## src/include/oss_pkg.sv

```systemverilog
// Constants and types for the oscillator source selector.
// Assumes a single 250 MHz bus clock and a word-aligned AHB-Lite register map.
// How it works
// - Codes 111,110,101,100 pick internal or secondary sources.
// - 011 primary with PLL, 010 primary direct.
// - 001 fast RC with PLL, 000 plain.
// - Erased configuration boots in divide-by-N fast RC.
// - Second oscillator pin function follows its config bit, except in a crystal mode on a primary source.
// - PLL output is input times M over N1*N2.
// - PLL oscillator is input times M over N1.
// - Auxiliary PLL oscillator is input times M over N1.
// - Current source is read-only at bits 14-12.
// - Requested source at bits 10-8, loaded at boot.
// - Lock bits 7, 6 writable; PLL lock 5 read-only.
// - Clock-fail bit 3, enable bit 1, request bit 0.
// - Bits 15, 11, 4, 2 read as zero.
package oss_pkg;
    localparam logic [7:0] OFF_CTRL = 8'h00;
    localparam logic [7:0] OFF_PLL  = 8'h04;
    localparam logic [7:0] OFF_AUX  = 8'h08;
    localparam logic [7:0] OFF_STS  = 8'h0C;
    localparam logic [7:0] OFF_MASK = 8'h10;

    localparam int CUR_SRC_LSB  = 12;
    localparam int REQ_SRC_LSB  = 8;
    localparam int SRC_LOCK_BIT = 7;
    localparam int PIN_LOCK_BIT = 6;
    localparam int LOCK_BIT     = 5;
    localparam int FAIL_BIT     = 3;
    localparam int LPOSC_BIT    = 1;
    localparam int REQ_BIT      = 0;

    localparam int PRE_LSB   = 0;
    localparam int POST_LSB  = 6;
    localparam int DIV_LSB   = 16;
    localparam int APRE_LSB  = 0;
    localparam int ADIV_LSB  = 8;

    localparam int IRQ_SWITCH = 0;
    localparam int IRQ_FAIL   = 1;

    localparam logic [4:0] PRE_RST  = 5'h00;
    localparam logic [1:0] POST_RST = 2'h0;
    localparam logic [8:0] DIV_RST  = 9'h000;
    localparam logic [2:0] APRE_RST = 3'h0;
    localparam logic [5:0] ADIV_RST = 6'h00;
    localparam logic [1:0] IRQ_RST  = 2'h0;

    localparam int PLL_ADD  = 2;
    localparam int POST_MUL = 2;

    localparam logic [1:0] PM_EXT       = 2'h0;
    localparam logic [1:0] PM_XTAL      = 2'h1;
    localparam logic [1:0] PM_FAST_XTAL = 2'h2;

    typedef enum logic [2:0] {
        SRC_FAST     = 3'b000,
        SRC_FAST_PLL = 3'b001,
        SRC_PRI      = 3'b010,
        SRC_PRI_PLL  = 3'b011,
        SRC_SEC      = 3'b100,
        SRC_SLOW     = 3'b101,
        SRC_FAST_16  = 3'b110,
        SRC_FAST_N   = 3'b111
    } oss_src_type;

    typedef enum logic {
        SW_IDLE = 1'b0,
        SW_WAIT = 1'b1
    } oss_sw_type;
endpackage

```

## src/verilog/oss_pll_ratio.sv

```systemverilog
// Divide ratios of the main and auxiliary PLL from their fields.
// Assumes the fields come from registers on the same clock.
`timescale 1ns/1ps
`default_nettype none
module oss_pll_ratio (
    input  wire logic       hclk,
    input  wire logic       hresetn,
    input  wire logic       ce,
    input  wire logic [4:0] pre,
    input  wire logic [1:0] post,
    input  wire logic [8:0] div,
    input  wire logic [2:0] apre,
    input  wire logic [5:0] adiv,
    output logic      [9:0] m_ff,
    output logic      [5:0] n1_ff,
    output logic      [3:0] n2_ff,
    output logic      [6:0] am_ff,
    output logic      [3:0] an1_ff
);
    import oss_pkg::*;

    logic [9:0] nxt_m;
    logic [5:0] nxt_n1;
    logic [3:0] nxt_n2;
    logic [6:0] nxt_am;
    logic [3:0] nxt_an1;

    always_comb begin
        nxt_m   = 10'(div) + 10'(PLL_ADD);
        nxt_n1  = 6'(pre) + 6'(PLL_ADD);
        nxt_n2  = 4'(POST_MUL) * (4'(post) + 4'h1);
        nxt_am  = 7'(adiv) + 7'(PLL_ADD);
        nxt_an1 = 4'(apre) + 4'(PLL_ADD);
    end

    always_ff @(posedge hclk or negedge hresetn) begin
        if (!hresetn) begin
            m_ff   <= 10'h000;
            n1_ff  <= 6'h00;
            n2_ff  <= 4'h0;
            am_ff  <= 7'h00;
            an1_ff <= 4'h0;
        end else if (ce) begin
            m_ff   <= nxt_m;
            n1_ff  <= nxt_n1;
            n2_ff  <= nxt_n2;
            am_ff  <= nxt_am;
            an1_ff <= nxt_an1;
        end
    end
endmodule
`default_nettype wire

```

## src/verilog/oss_ctrl.sv

```systemverilog
// Oscillator source selector with its AHB-Lite register slave.
// Assumes oscillator ready, PLL lock and clock-fail inputs come
// asynchronously from analog cells, and configuration straps are static.
`timescale 1ns/1ps
`default_nettype none
module oss_ctrl (
    input  wire logic                hclk,
    input  wire logic                hresetn,
    input  wire logic                ce,
    input  wire logic                hsel,
    input  wire logic [31:0]         haddr,
    input  wire logic [1:0]          htrans,
    input  wire logic                hwrite,
    input  wire logic [2:0]          hsize,
    input  wire logic [31:0]         hwdata,
    input  wire logic                hready,
    output logic      [31:0]         hrdata_ff,
    output logic                     hreadyout_ff,
    output logic                     hresp_ff,
    input  wire logic [2:0]          initial_source_config,
    input  wire logic [1:0]          primary_mode_config,
    input  wire logic                osc2_pin_function_cfg,
    input  wire logic                config_erased,
    input  wire logic [7:0]          src_ready_in,
    input  wire logic                pll_lock_in,
    input  wire logic                clock_fail_in,
    output oss_pkg::oss_src_type     cur_source_ff,
    output logic                     pll_enable_ff,
    output logic                     osc2_gpio_ff,
    output logic                     sec_osc_on_ff,
    output logic                     pin_config_lock_ff,
    output logic                     irq_ff,
    output logic      [9:0]          pll_m_ff,
    output logic      [5:0]          pll_n1_ff,
    output logic      [3:0]          pll_n2_ff,
    output logic      [6:0]          aux_m_ff,
    output logic      [3:0]          aux_n1_ff
);
    import oss_pkg::*;

    // Two-stage synchronisers for the asynchronous analog status inputs.
    logic [9:0] sync_in;
    logic [9:0] meta_ff;
    logic [9:0] sync_ff;
    assign sync_in = {clock_fail_in, pll_lock_in, src_ready_in};

    genvar gi;
    generate
        for (gi = 0; gi < 10; gi++) begin : g_sync
            always_ff @(posedge hclk or negedge hresetn) begin
                if (!hresetn) begin
                    meta_ff[gi] <= 1'b0;
                    sync_ff[gi] <= 1'b0;
                end else if (ce) begin
                    meta_ff[gi] <= sync_in[gi];
                    sync_ff[gi] <= meta_ff[gi];
                end
            end
        end
    endgenerate

    logic [7:0] rdy_s;
    logic       lock_s;
    logic       fail_s;
    assign rdy_s  = sync_ff[7:0];
    assign lock_s = sync_ff[8];
    assign fail_s = sync_ff[9];

    // Bus state.
    logic        pend_ff;
    logic        wr_ff;
    logic [7:0]  addr_ff;
    logic        take;
    logic        nxt_pend;
    logic        nxt_wr;
    logic [7:0]  nxt_addr;
    logic        nxt_hreadyout;
    logic [31:0] nxt_hrdata;
    logic [31:0] rd_word;

    // Control state.
    logic [2:0]  req_src_ff;
    logic        src_lock_ff;
    logic        fail_flag_ff;
    logic        lposc_ff;
    logic        req_ff;
    logic        boot_ff;
    logic        fail_q_ff;
    oss_sw_type  sw_ff;
    logic [4:0]  pre_ff;
    logic [1:0]  post_ff;
    logic [8:0]  div_ff;
    logic [2:0]  apre_ff;
    logic [5:0]  adiv_ff;
    logic [1:0]  sts_ff;
    logic [1:0]  mask_ff;

    logic [2:0]  nxt_req_src;
    oss_src_type nxt_cur_src;
    logic        nxt_src_lock;
    logic        nxt_pin_lock;
    logic        nxt_fail_flag;
    logic        nxt_lposc;
    logic        nxt_req;
    oss_sw_type  nxt_sw;
    logic [4:0]  nxt_pre;
    logic [1:0]  nxt_post;
    logic [8:0]  nxt_div;
    logic [2:0]  nxt_apre;
    logic [5:0]  nxt_adiv;
    logic [1:0]  nxt_sts;
    logic [1:0]  nxt_mask;
    logic        nxt_pll_en;
    logic        nxt_osc2;
    logic        nxt_sec_on;
    logic        nxt_irq;

    oss_src_type boot_src;
    logic        wr_ctrl;
    logic        rd_ctrl;
    logic        fail_rise;
    logic        src_ok;
    logic        crystal;
    logic [1:0]  sts_set;

    assign take    = hsel && htrans[1] && hready;
    assign wr_ctrl = pend_ff && wr_ff && addr_ff == OFF_CTRL;
    assign rd_ctrl = pend_ff && !wr_ff && addr_ff == OFF_CTRL;
    assign fail_rise = fail_s && !fail_q_ff;

    always_comb begin
        boot_src = config_erased ? SRC_FAST_N
                                 : oss_src_type'(initial_source_config);
        // PLL sources also wait for the PLL to report lock.
        src_ok = rdy_s[req_src_ff] && (lock_s ||
                 !(req_src_ff == SRC_PRI_PLL ||
                   req_src_ff == SRC_FAST_PLL));
        // The primary mode only matters on primary sources.
        crystal = (cur_source_ff == SRC_PRI ||
                   cur_source_ff == SRC_PRI_PLL) &&
                  (primary_mode_config == PM_FAST_XTAL ||
                   primary_mode_config == PM_XTAL);
    end

    always_comb begin
        rd_word = 32'h0000_0000;
        unique case (addr_ff)
            OFF_CTRL: begin
                rd_word[CUR_SRC_LSB +: 3] = cur_source_ff;
                rd_word[REQ_SRC_LSB +: 3] = req_src_ff;
                rd_word[SRC_LOCK_BIT]     = src_lock_ff;
                rd_word[PIN_LOCK_BIT]     = pin_config_lock_ff;
                rd_word[LOCK_BIT]         = lock_s;
                rd_word[FAIL_BIT]         = fail_flag_ff;
                rd_word[LPOSC_BIT]        = lposc_ff;
                rd_word[REQ_BIT]          = req_ff;
            end
            OFF_PLL: begin
                rd_word[PRE_LSB +: 5]   = pre_ff;
                rd_word[POST_LSB +: 2]  = post_ff;
                rd_word[DIV_LSB +: 9]   = div_ff;
            end
            OFF_AUX: begin
                rd_word[APRE_LSB +: 3]  = apre_ff;
                rd_word[ADIV_LSB +: 6]  = adiv_ff;
            end
            OFF_STS:  rd_word[1:0] = sts_ff;
            OFF_MASK: rd_word[1:0] = mask_ff;
            default:  rd_word = 32'h0000_0000;
        endcase
    end

    // Every transfer gets one wait state so read data can leave a flop.
    always_comb begin
        nxt_pend      = take;
        nxt_wr        = take ? hwrite : wr_ff;
        nxt_addr      = take ? haddr[7:0] : addr_ff;
        nxt_hreadyout = !take;
        nxt_hrdata    = (pend_ff && !wr_ff) ? rd_word : hrdata_ff;
    end

    always_ff @(posedge hclk or negedge hresetn) begin
        if (!hresetn) begin
            pend_ff      <= 1'b0;
            wr_ff        <= 1'b0;
            addr_ff      <= 8'h00;
            hreadyout_ff <= 1'b1;
            hrdata_ff    <= 32'h0000_0000;
            hresp_ff     <= 1'b0;
        end else if (ce) begin
            pend_ff      <= nxt_pend;
            wr_ff        <= nxt_wr;
            addr_ff      <= nxt_addr;
            hreadyout_ff <= nxt_hreadyout;
            hrdata_ff    <= nxt_hrdata;
            hresp_ff     <= 1'b0;
        end
    end

    always_comb begin
        nxt_req_src   = req_src_ff;
        nxt_cur_src   = cur_source_ff;
        nxt_src_lock  = src_lock_ff;
        nxt_pin_lock  = pin_config_lock_ff;
        nxt_fail_flag = fail_flag_ff;
        nxt_lposc     = lposc_ff;
        nxt_req       = req_ff;
        nxt_sw      = sw_ff;
        nxt_pre     = pre_ff;
        nxt_post    = post_ff;
        nxt_div     = div_ff;
        nxt_apre    = apre_ff;
        nxt_adiv    = adiv_ff;
        nxt_mask    = mask_ff;
        nxt_sts     = sts_ff;
        sts_set     = 2'h0;
        if (!boot_ff) begin
            nxt_req_src = boot_src;
            nxt_cur_src = boot_src;
        end else begin
            if (pend_ff && wr_ff) begin
                unique case (addr_ff)
                    OFF_CTRL: begin
                        // A set lock freezes the source choice.
                        if (!src_lock_ff) begin
                            nxt_req_src = hwdata[REQ_SRC_LSB +: 3];
                            nxt_req = req_ff || hwdata[REQ_BIT];
                        end
                        nxt_src_lock = hwdata[SRC_LOCK_BIT];
                        nxt_pin_lock = hwdata[PIN_LOCK_BIT];
                        nxt_lposc    = hwdata[LPOSC_BIT];
                        if (!hwdata[FAIL_BIT]) begin
                            nxt_fail_flag = 1'b0;
                        end
                    end
                    OFF_PLL: begin
                        nxt_pre  = hwdata[PRE_LSB +: 5];
                        nxt_post = hwdata[POST_LSB +: 2];
                        nxt_div  = hwdata[DIV_LSB +: 9];
                    end
                    OFF_AUX: begin
                        nxt_apre = hwdata[APRE_LSB +: 3];
                        nxt_adiv = hwdata[ADIV_LSB +: 6];
                    end
                    OFF_STS:  nxt_sts = sts_ff & ~hwdata[1:0];
                    OFF_MASK: nxt_mask = hwdata[1:0];
                    default: ;
                endcase
            end
            unique case (sw_ff)
                SW_IDLE: if (req_ff) nxt_sw = SW_WAIT;
                SW_WAIT: if (src_ok) begin
                    nxt_cur_src = oss_src_type'(req_src_ff);
                    nxt_req     = 1'b0;
                    nxt_sw    = SW_IDLE;
                    sts_set[IRQ_SWITCH] = 1'b1;
                end
            endcase
            // A failed clock falls back to fast RC and drops the request.
            if (fail_rise) begin
                nxt_fail_flag = 1'b1;
                nxt_cur_src   = SRC_FAST;
                nxt_req       = 1'b0;
                nxt_sw    = SW_IDLE;
                sts_set[IRQ_FAIL] = 1'b1;
            end
        end
        nxt_sts    = nxt_sts | sts_set;
        nxt_pll_en = nxt_cur_src == SRC_PRI_PLL ||
                     nxt_cur_src == SRC_FAST_PLL;
        nxt_osc2   = !crystal && osc2_pin_function_cfg;
        nxt_sec_on = nxt_lposc || nxt_cur_src == SRC_SEC;
        nxt_irq    = |(nxt_sts & nxt_mask);
    end

    always_ff @(posedge hclk or negedge hresetn) begin
        if (!hresetn) begin
            req_src_ff         <= 3'h0;
            cur_source_ff      <= SRC_FAST;
            src_lock_ff        <= 1'b0;
            pin_config_lock_ff <= 1'b0;
            fail_flag_ff       <= 1'b0;
            lposc_ff           <= 1'b0;
            req_ff             <= 1'b0;
            sw_ff              <= SW_IDLE;
            boot_ff            <= 1'b0;
            fail_q_ff          <= 1'b0;
            pre_ff             <= PRE_RST;
            post_ff            <= POST_RST;
            div_ff             <= DIV_RST;
            apre_ff            <= APRE_RST;
            adiv_ff            <= ADIV_RST;
            sts_ff             <= IRQ_RST;
            mask_ff            <= IRQ_RST;
            pll_enable_ff      <= 1'b0;
            osc2_gpio_ff       <= 1'b0;
            sec_osc_on_ff      <= 1'b0;
            irq_ff             <= 1'b0;
        end else if (ce) begin
            req_src_ff         <= nxt_req_src;
            cur_source_ff      <= nxt_cur_src;
            src_lock_ff        <= nxt_src_lock;
            pin_config_lock_ff <= nxt_pin_lock;
            fail_flag_ff       <= nxt_fail_flag;
            lposc_ff           <= nxt_lposc;
            req_ff             <= nxt_req;
            sw_ff              <= nxt_sw;
            boot_ff            <= 1'b1;
            fail_q_ff          <= fail_s;
            pre_ff             <= nxt_pre;
            post_ff            <= nxt_post;
            div_ff             <= nxt_div;
            apre_ff            <= nxt_apre;
            adiv_ff            <= nxt_adiv;
            sts_ff             <= nxt_sts;
            mask_ff            <= nxt_mask;
            pll_enable_ff      <= nxt_pll_en;
            osc2_gpio_ff       <= nxt_osc2;
            sec_osc_on_ff      <= nxt_sec_on;
            irq_ff             <= nxt_irq;
        end
    end

    oss_pll_ratio u_ratio (
        .hclk    (hclk),
        .hresetn (hresetn),
        .ce      (ce),
        .pre     (pre_ff),
        .post    (post_ff),
        .div     (div_ff),
        .apre    (apre_ff),
        .adiv    (adiv_ff),
        .m_ff    (pll_m_ff),
        .n1_ff   (pll_n1_ff),
        .n2_ff   (pll_n2_ff),
        .am_ff   (aux_m_ff),
        .an1_ff  (aux_n1_ff)
    );
endmodule
`default_nettype wire

```

## config.mk

```make
export PLATFORM = sky130hd
export DESIGN_NAME = oss_ctrl
export DESIGN_NICKNAME = d
export VERILOG_FILES = /design/src/include/oss_pkg.sv /design/src/verilog/oss_pll_ratio.sv /design/src/verilog/oss_ctrl.sv
export SDC_FILE = /design/constraint.sdc
export NUM_CORES = 1
export LEC_CHECK = 0
export ABC_AREA = 1
export ABC_CLOCK_PERIOD_IN_PS = 3900
export BUFFER_PORTS_ARGS = -buffer_cell sky130_fd_sc_hd__buf_2
export CAP_MARGIN = 25
export CORE_AREA = 2 2 97 118
export CTS_CLUSTER_SIZE = 16
export DETAILED_ROUTE_END_ITERATION = 7
export DIE_AREA = 0 0 99 120
export GPL_TIMING_DRIVEN = 0
export PLACE_DENSITY = 0.83
export REMOVE_ABC_BUFFERS = 1
export SKIP_CTS_REPAIR_TIMING = 1
export SLEW_MARGIN = 20
export SYNTH_ARGS = -nofsm -noshare
export SYNTH_HDL_FRONTEND = slang
export SYNTH_SLANG_ARGS = --single-unit
```

## constraint.sdc

```tcl
create_clock -name hclk -period 3.9 [get_ports hclk]
set_input_delay 0.78 -clock hclk [delete_from_list [all_inputs] [get_ports hclk]]
set_output_delay 0.78 -clock hclk [all_outputs]
set_load 0.05 [all_outputs]
```

==> results_dict.tcl <==
set metrics [dict create \
    status "finished clean" \
    io_pins 165 \
    p_per_area_nw_per_um2 533.5 \
    crit_path_top_delay_cell "nor3_4" \
    r2r-end "div_ff[0]$_DFFE_PN0P_" \
    cts.sinks 132 \
    final-setup-viol-count 0 \
    insertion_delay_ns 0.41 \
    switchingPower_mw 1.136 \
    routed_via_density 5.204 \
    io_buffers 116 \
    drt-total-wl_um 13340 \
    diodes 0 \
    finish.utilization_pct 66.57 \
    ys_ff_latch 132 \
    cts_inserted_buffers 17 \
    numPlacedInstances 892 \
    die_h_um 120 \
    rsz0062_at_grt "no" \
    antenna_found_initial 0 \
    critPathBufInv 4 \
    rr_startpoint "boot_ff$_DFFE_PN0P_" \
    drc 0 \
    track_usage_pct 23.48 \
    ys_types 41 \
    startpoint_type "input port" \
    power.internal_mw 2.690 \
    gp_congestion 0.8231 \
    nets 876 \
    fin_crit_sh_pct 78.26 \
    dieArea_sq_um 11880 \
    tightest_slew_ns 0.8018 \
    hold_slack_ns 0.3036 \
    avgSynthCellArea_sq_um 8.875 \
    drtPass1Iterations 5 \
    via_count 4803 \
    yosysSeqAreaShare_pct 55.82 \
    layout-drive-gt1-share_pct 23.64 \
    slowest_delay_ns 0.63 \
    synth_area_leaders "dfrtp_1 (55%), nand2_1 (15%), o21ai_0 (3.6%)" \
    cp_max_fo 40 \
    wl_per_cell_um 14.45 \
    post-place-ws_ns 0.4483 \
    start_util_pct 54.95 \
    cts_max_path_buffers 2 \
    cp.required_ns 4.19 \
    reg2reg_depth 4 \
    cts_tree "yes" \
    switching_share_pct 29.70 \
    area_growth_pct 21.16 \
    r2r_setup_slack_ns 1.68 \
    path_cells "buf_2 > inv_2 > buf_12 > nor3_4 > inv_2 > a21oi_1 > a21oi_1" \
    dp_hpwl_um 9205 \
    seq_power_share_pct 41.1 \
    floorplan.rows 42 \
    arrival_ns 3.34 \
    instances_no_fill 923 \
    fmax_mhz 327.6 \
    pwr-share-comb_pct 17.3 \
    critical_path.startpoint "ce" \
    syn_area_sq_um 5919 \
    yosysWarnings 0 \
    critical_path_class "in -> reg" \
    yosys.area.top_type_share_pct 55.38 \
    drv_slew 0 \
    synth_top_area_cell "dfrtp_1" \
    slew_headroom_pct 46.37 \
    hold_class "in -> async" \
    drtIter0Drc 306 \
    period_minus_slack_ns 3.052 \
    htreeDepth 4 \
    path_clk_slew_ns 0.06 \
    first_global_vias 4656 \
    synth_cells 667 \
    leakage_nw 3.763 \
    finClkSkew_ns 0.009425 \
    critPathTopFamily "buffers and inverters" \
    vdd_drop_max_uv 289.1 \
    grt_pass1_wl_um 22160 \
    pwr-share-clk_pct 41.7 \
    cts-root-buf "clkbuf_16" \
    drv_cap 0 \
    worst_slack_ns 0.8479 \
    finalHoldViolCount 0 \
    core_sq_um 10770 \
    grt_max_degree 82 \
    die_w_um 99 \
    grt_overflow_total 0 \
    postRouteAntennaNets 0 \
    cp-end-kind "register" \
    fin_total_pwr_mw 3.826 \
]
flip-flops by register name (all words and copies together), names as in the netlist, 4 cells and up:
register and flops:
u_ratio.an1_ff 4, meta_ff 10, u_ratio.m_ff 10, u_ratio.n1_ff 6
hrdata_ff 24, pre_ff 5, div_ff 9, addr_ff 8
u_ratio.am_ff 7, rdy_s 8, adiv_ff 6
cell usage in the layout (no fill, tap or decap), types with 2 or more instances in the layout:
cell and n:
dfrtp_1 131, clkinv_2 4, nand2_1 231, nor2_1 37, nor3_1 2, o22ai_1 10, mux2_4 10, clkbuf_8 2
inv_2 9, o31ai_2 9, a21oi_1 14, bufinv_16 3, buf_2 115, conb_1 10, nand3_1 25, o21bai_1 2
nand4_1 9, nor2_2 3, clkbuf_1 3, ha_1 5, nand3_2 3, a31oi_1 5, inv_1 46, buf_12 2
clkbuf_16 17, o21ai_1 22, o21ai_0 42, clkinvlp_4 2
cell families (layout without fill, tap and decap cells):
logic type | count (synthesis) | in the layout | share of synthesized area (%)
DFF | 132 | 132 | 55.82
buffers and inverters | 92 | 207 | 6.912
muxes | 11 | 11 | 2.727
AOI/OAI and AO/OA | 110 | 110 | 11.27
and+or+nand+nor | 314 | 314 | 21.86
other | 1 | 10 | 0.06335
adders and majority gates | 5 | 5 | 1.057
xor gates and xnor gates | 2 | 2 | 0.2960
layout make-up:
class / instances / area (sq um)
fill: 867 / 3601
sequential: 132 / 3304
multi-input combinational: 452 / 2240
timing repair buffer: 119 / 654.4
clock buffer: 22 / 464.2
inverter: 57 / 215.2
tap: 132 / 165.2
clock inverter: 9 / 128.9
synthesized netlist by cell type (all sizes together):
master  instances
a21boi          1
a21oi          15
a22oi           1
a31oi           5
buf            25
clkbuf         10
clkinv          2
conb            1
dfrtp         131
dfstp           1
ha              5
inv            55
mux2           11
nand2         231
nand3          28
nand3b          1
nand4          10
nor2           41
nor3            3
o211ai          1
o21a            1
o21ai          64
o21bai          2
o22ai          10
o311ai          1
o31ai           9
xnor2           1
xor2            1
per-stage QoR:
step | instance area [sq um] | TNS [ns]
floorplan | 5759 | 0
global placement | 6505 | -6.021
detailed placement | 6579 | 0
CTS | 7172 | 0
global route | 7172 | 0
finish | 7172 | 0
layer usage:
layer | up-vias | global-route usage (%) | share of wire (%)
met2 | 147 | 39.32 | 51
met3 | 22 | 5.009 | 4.4
met5 | - | 0 | 0
li1 | 2364 | - | -
met4 | 0 | 8.818 | 1.7
met1 | 2270 | 29.98 | 43
power by group through the flow:
stage / logic (mW) / clock network (mW) / registers (mW)
2_1_floorplan: 0.239 / 0 / 1.80
3_3_place_gp: 0.640 / 0 / 1.59
3_5_place_dp: 0.664 / 0 / 1.59
4_1_cts: 0.666 / 1.61 / 1.57
5_1_grt: 0.717 / 1.67 / 1.58
6_report: 0.660 / 1.59 / 1.57
worst max-delay path by stage:
stage                                     to  slack (ns)  cells after the start
finish              hrdata_ff[1]$_DFFE_PN0P_        0.85                      7
global route        hrdata_ff[6]$_DFFE_PN0P_        0.65                      7
CTS                 hrdata_ff[1]$_DFFE_PN0P_        0.85                      7
detailed placement  hrdata_ff[1]$_DFFE_PN0P_        0.45                      7
global placement    hrdata_ff[0]$_DFFE_PN0P_       -0.34                      6
floorplan           hrdata_ff[0]$_DFFE_PN0P_        1.66                      5
Note: power is estimated with default switching activity, not from simulation.
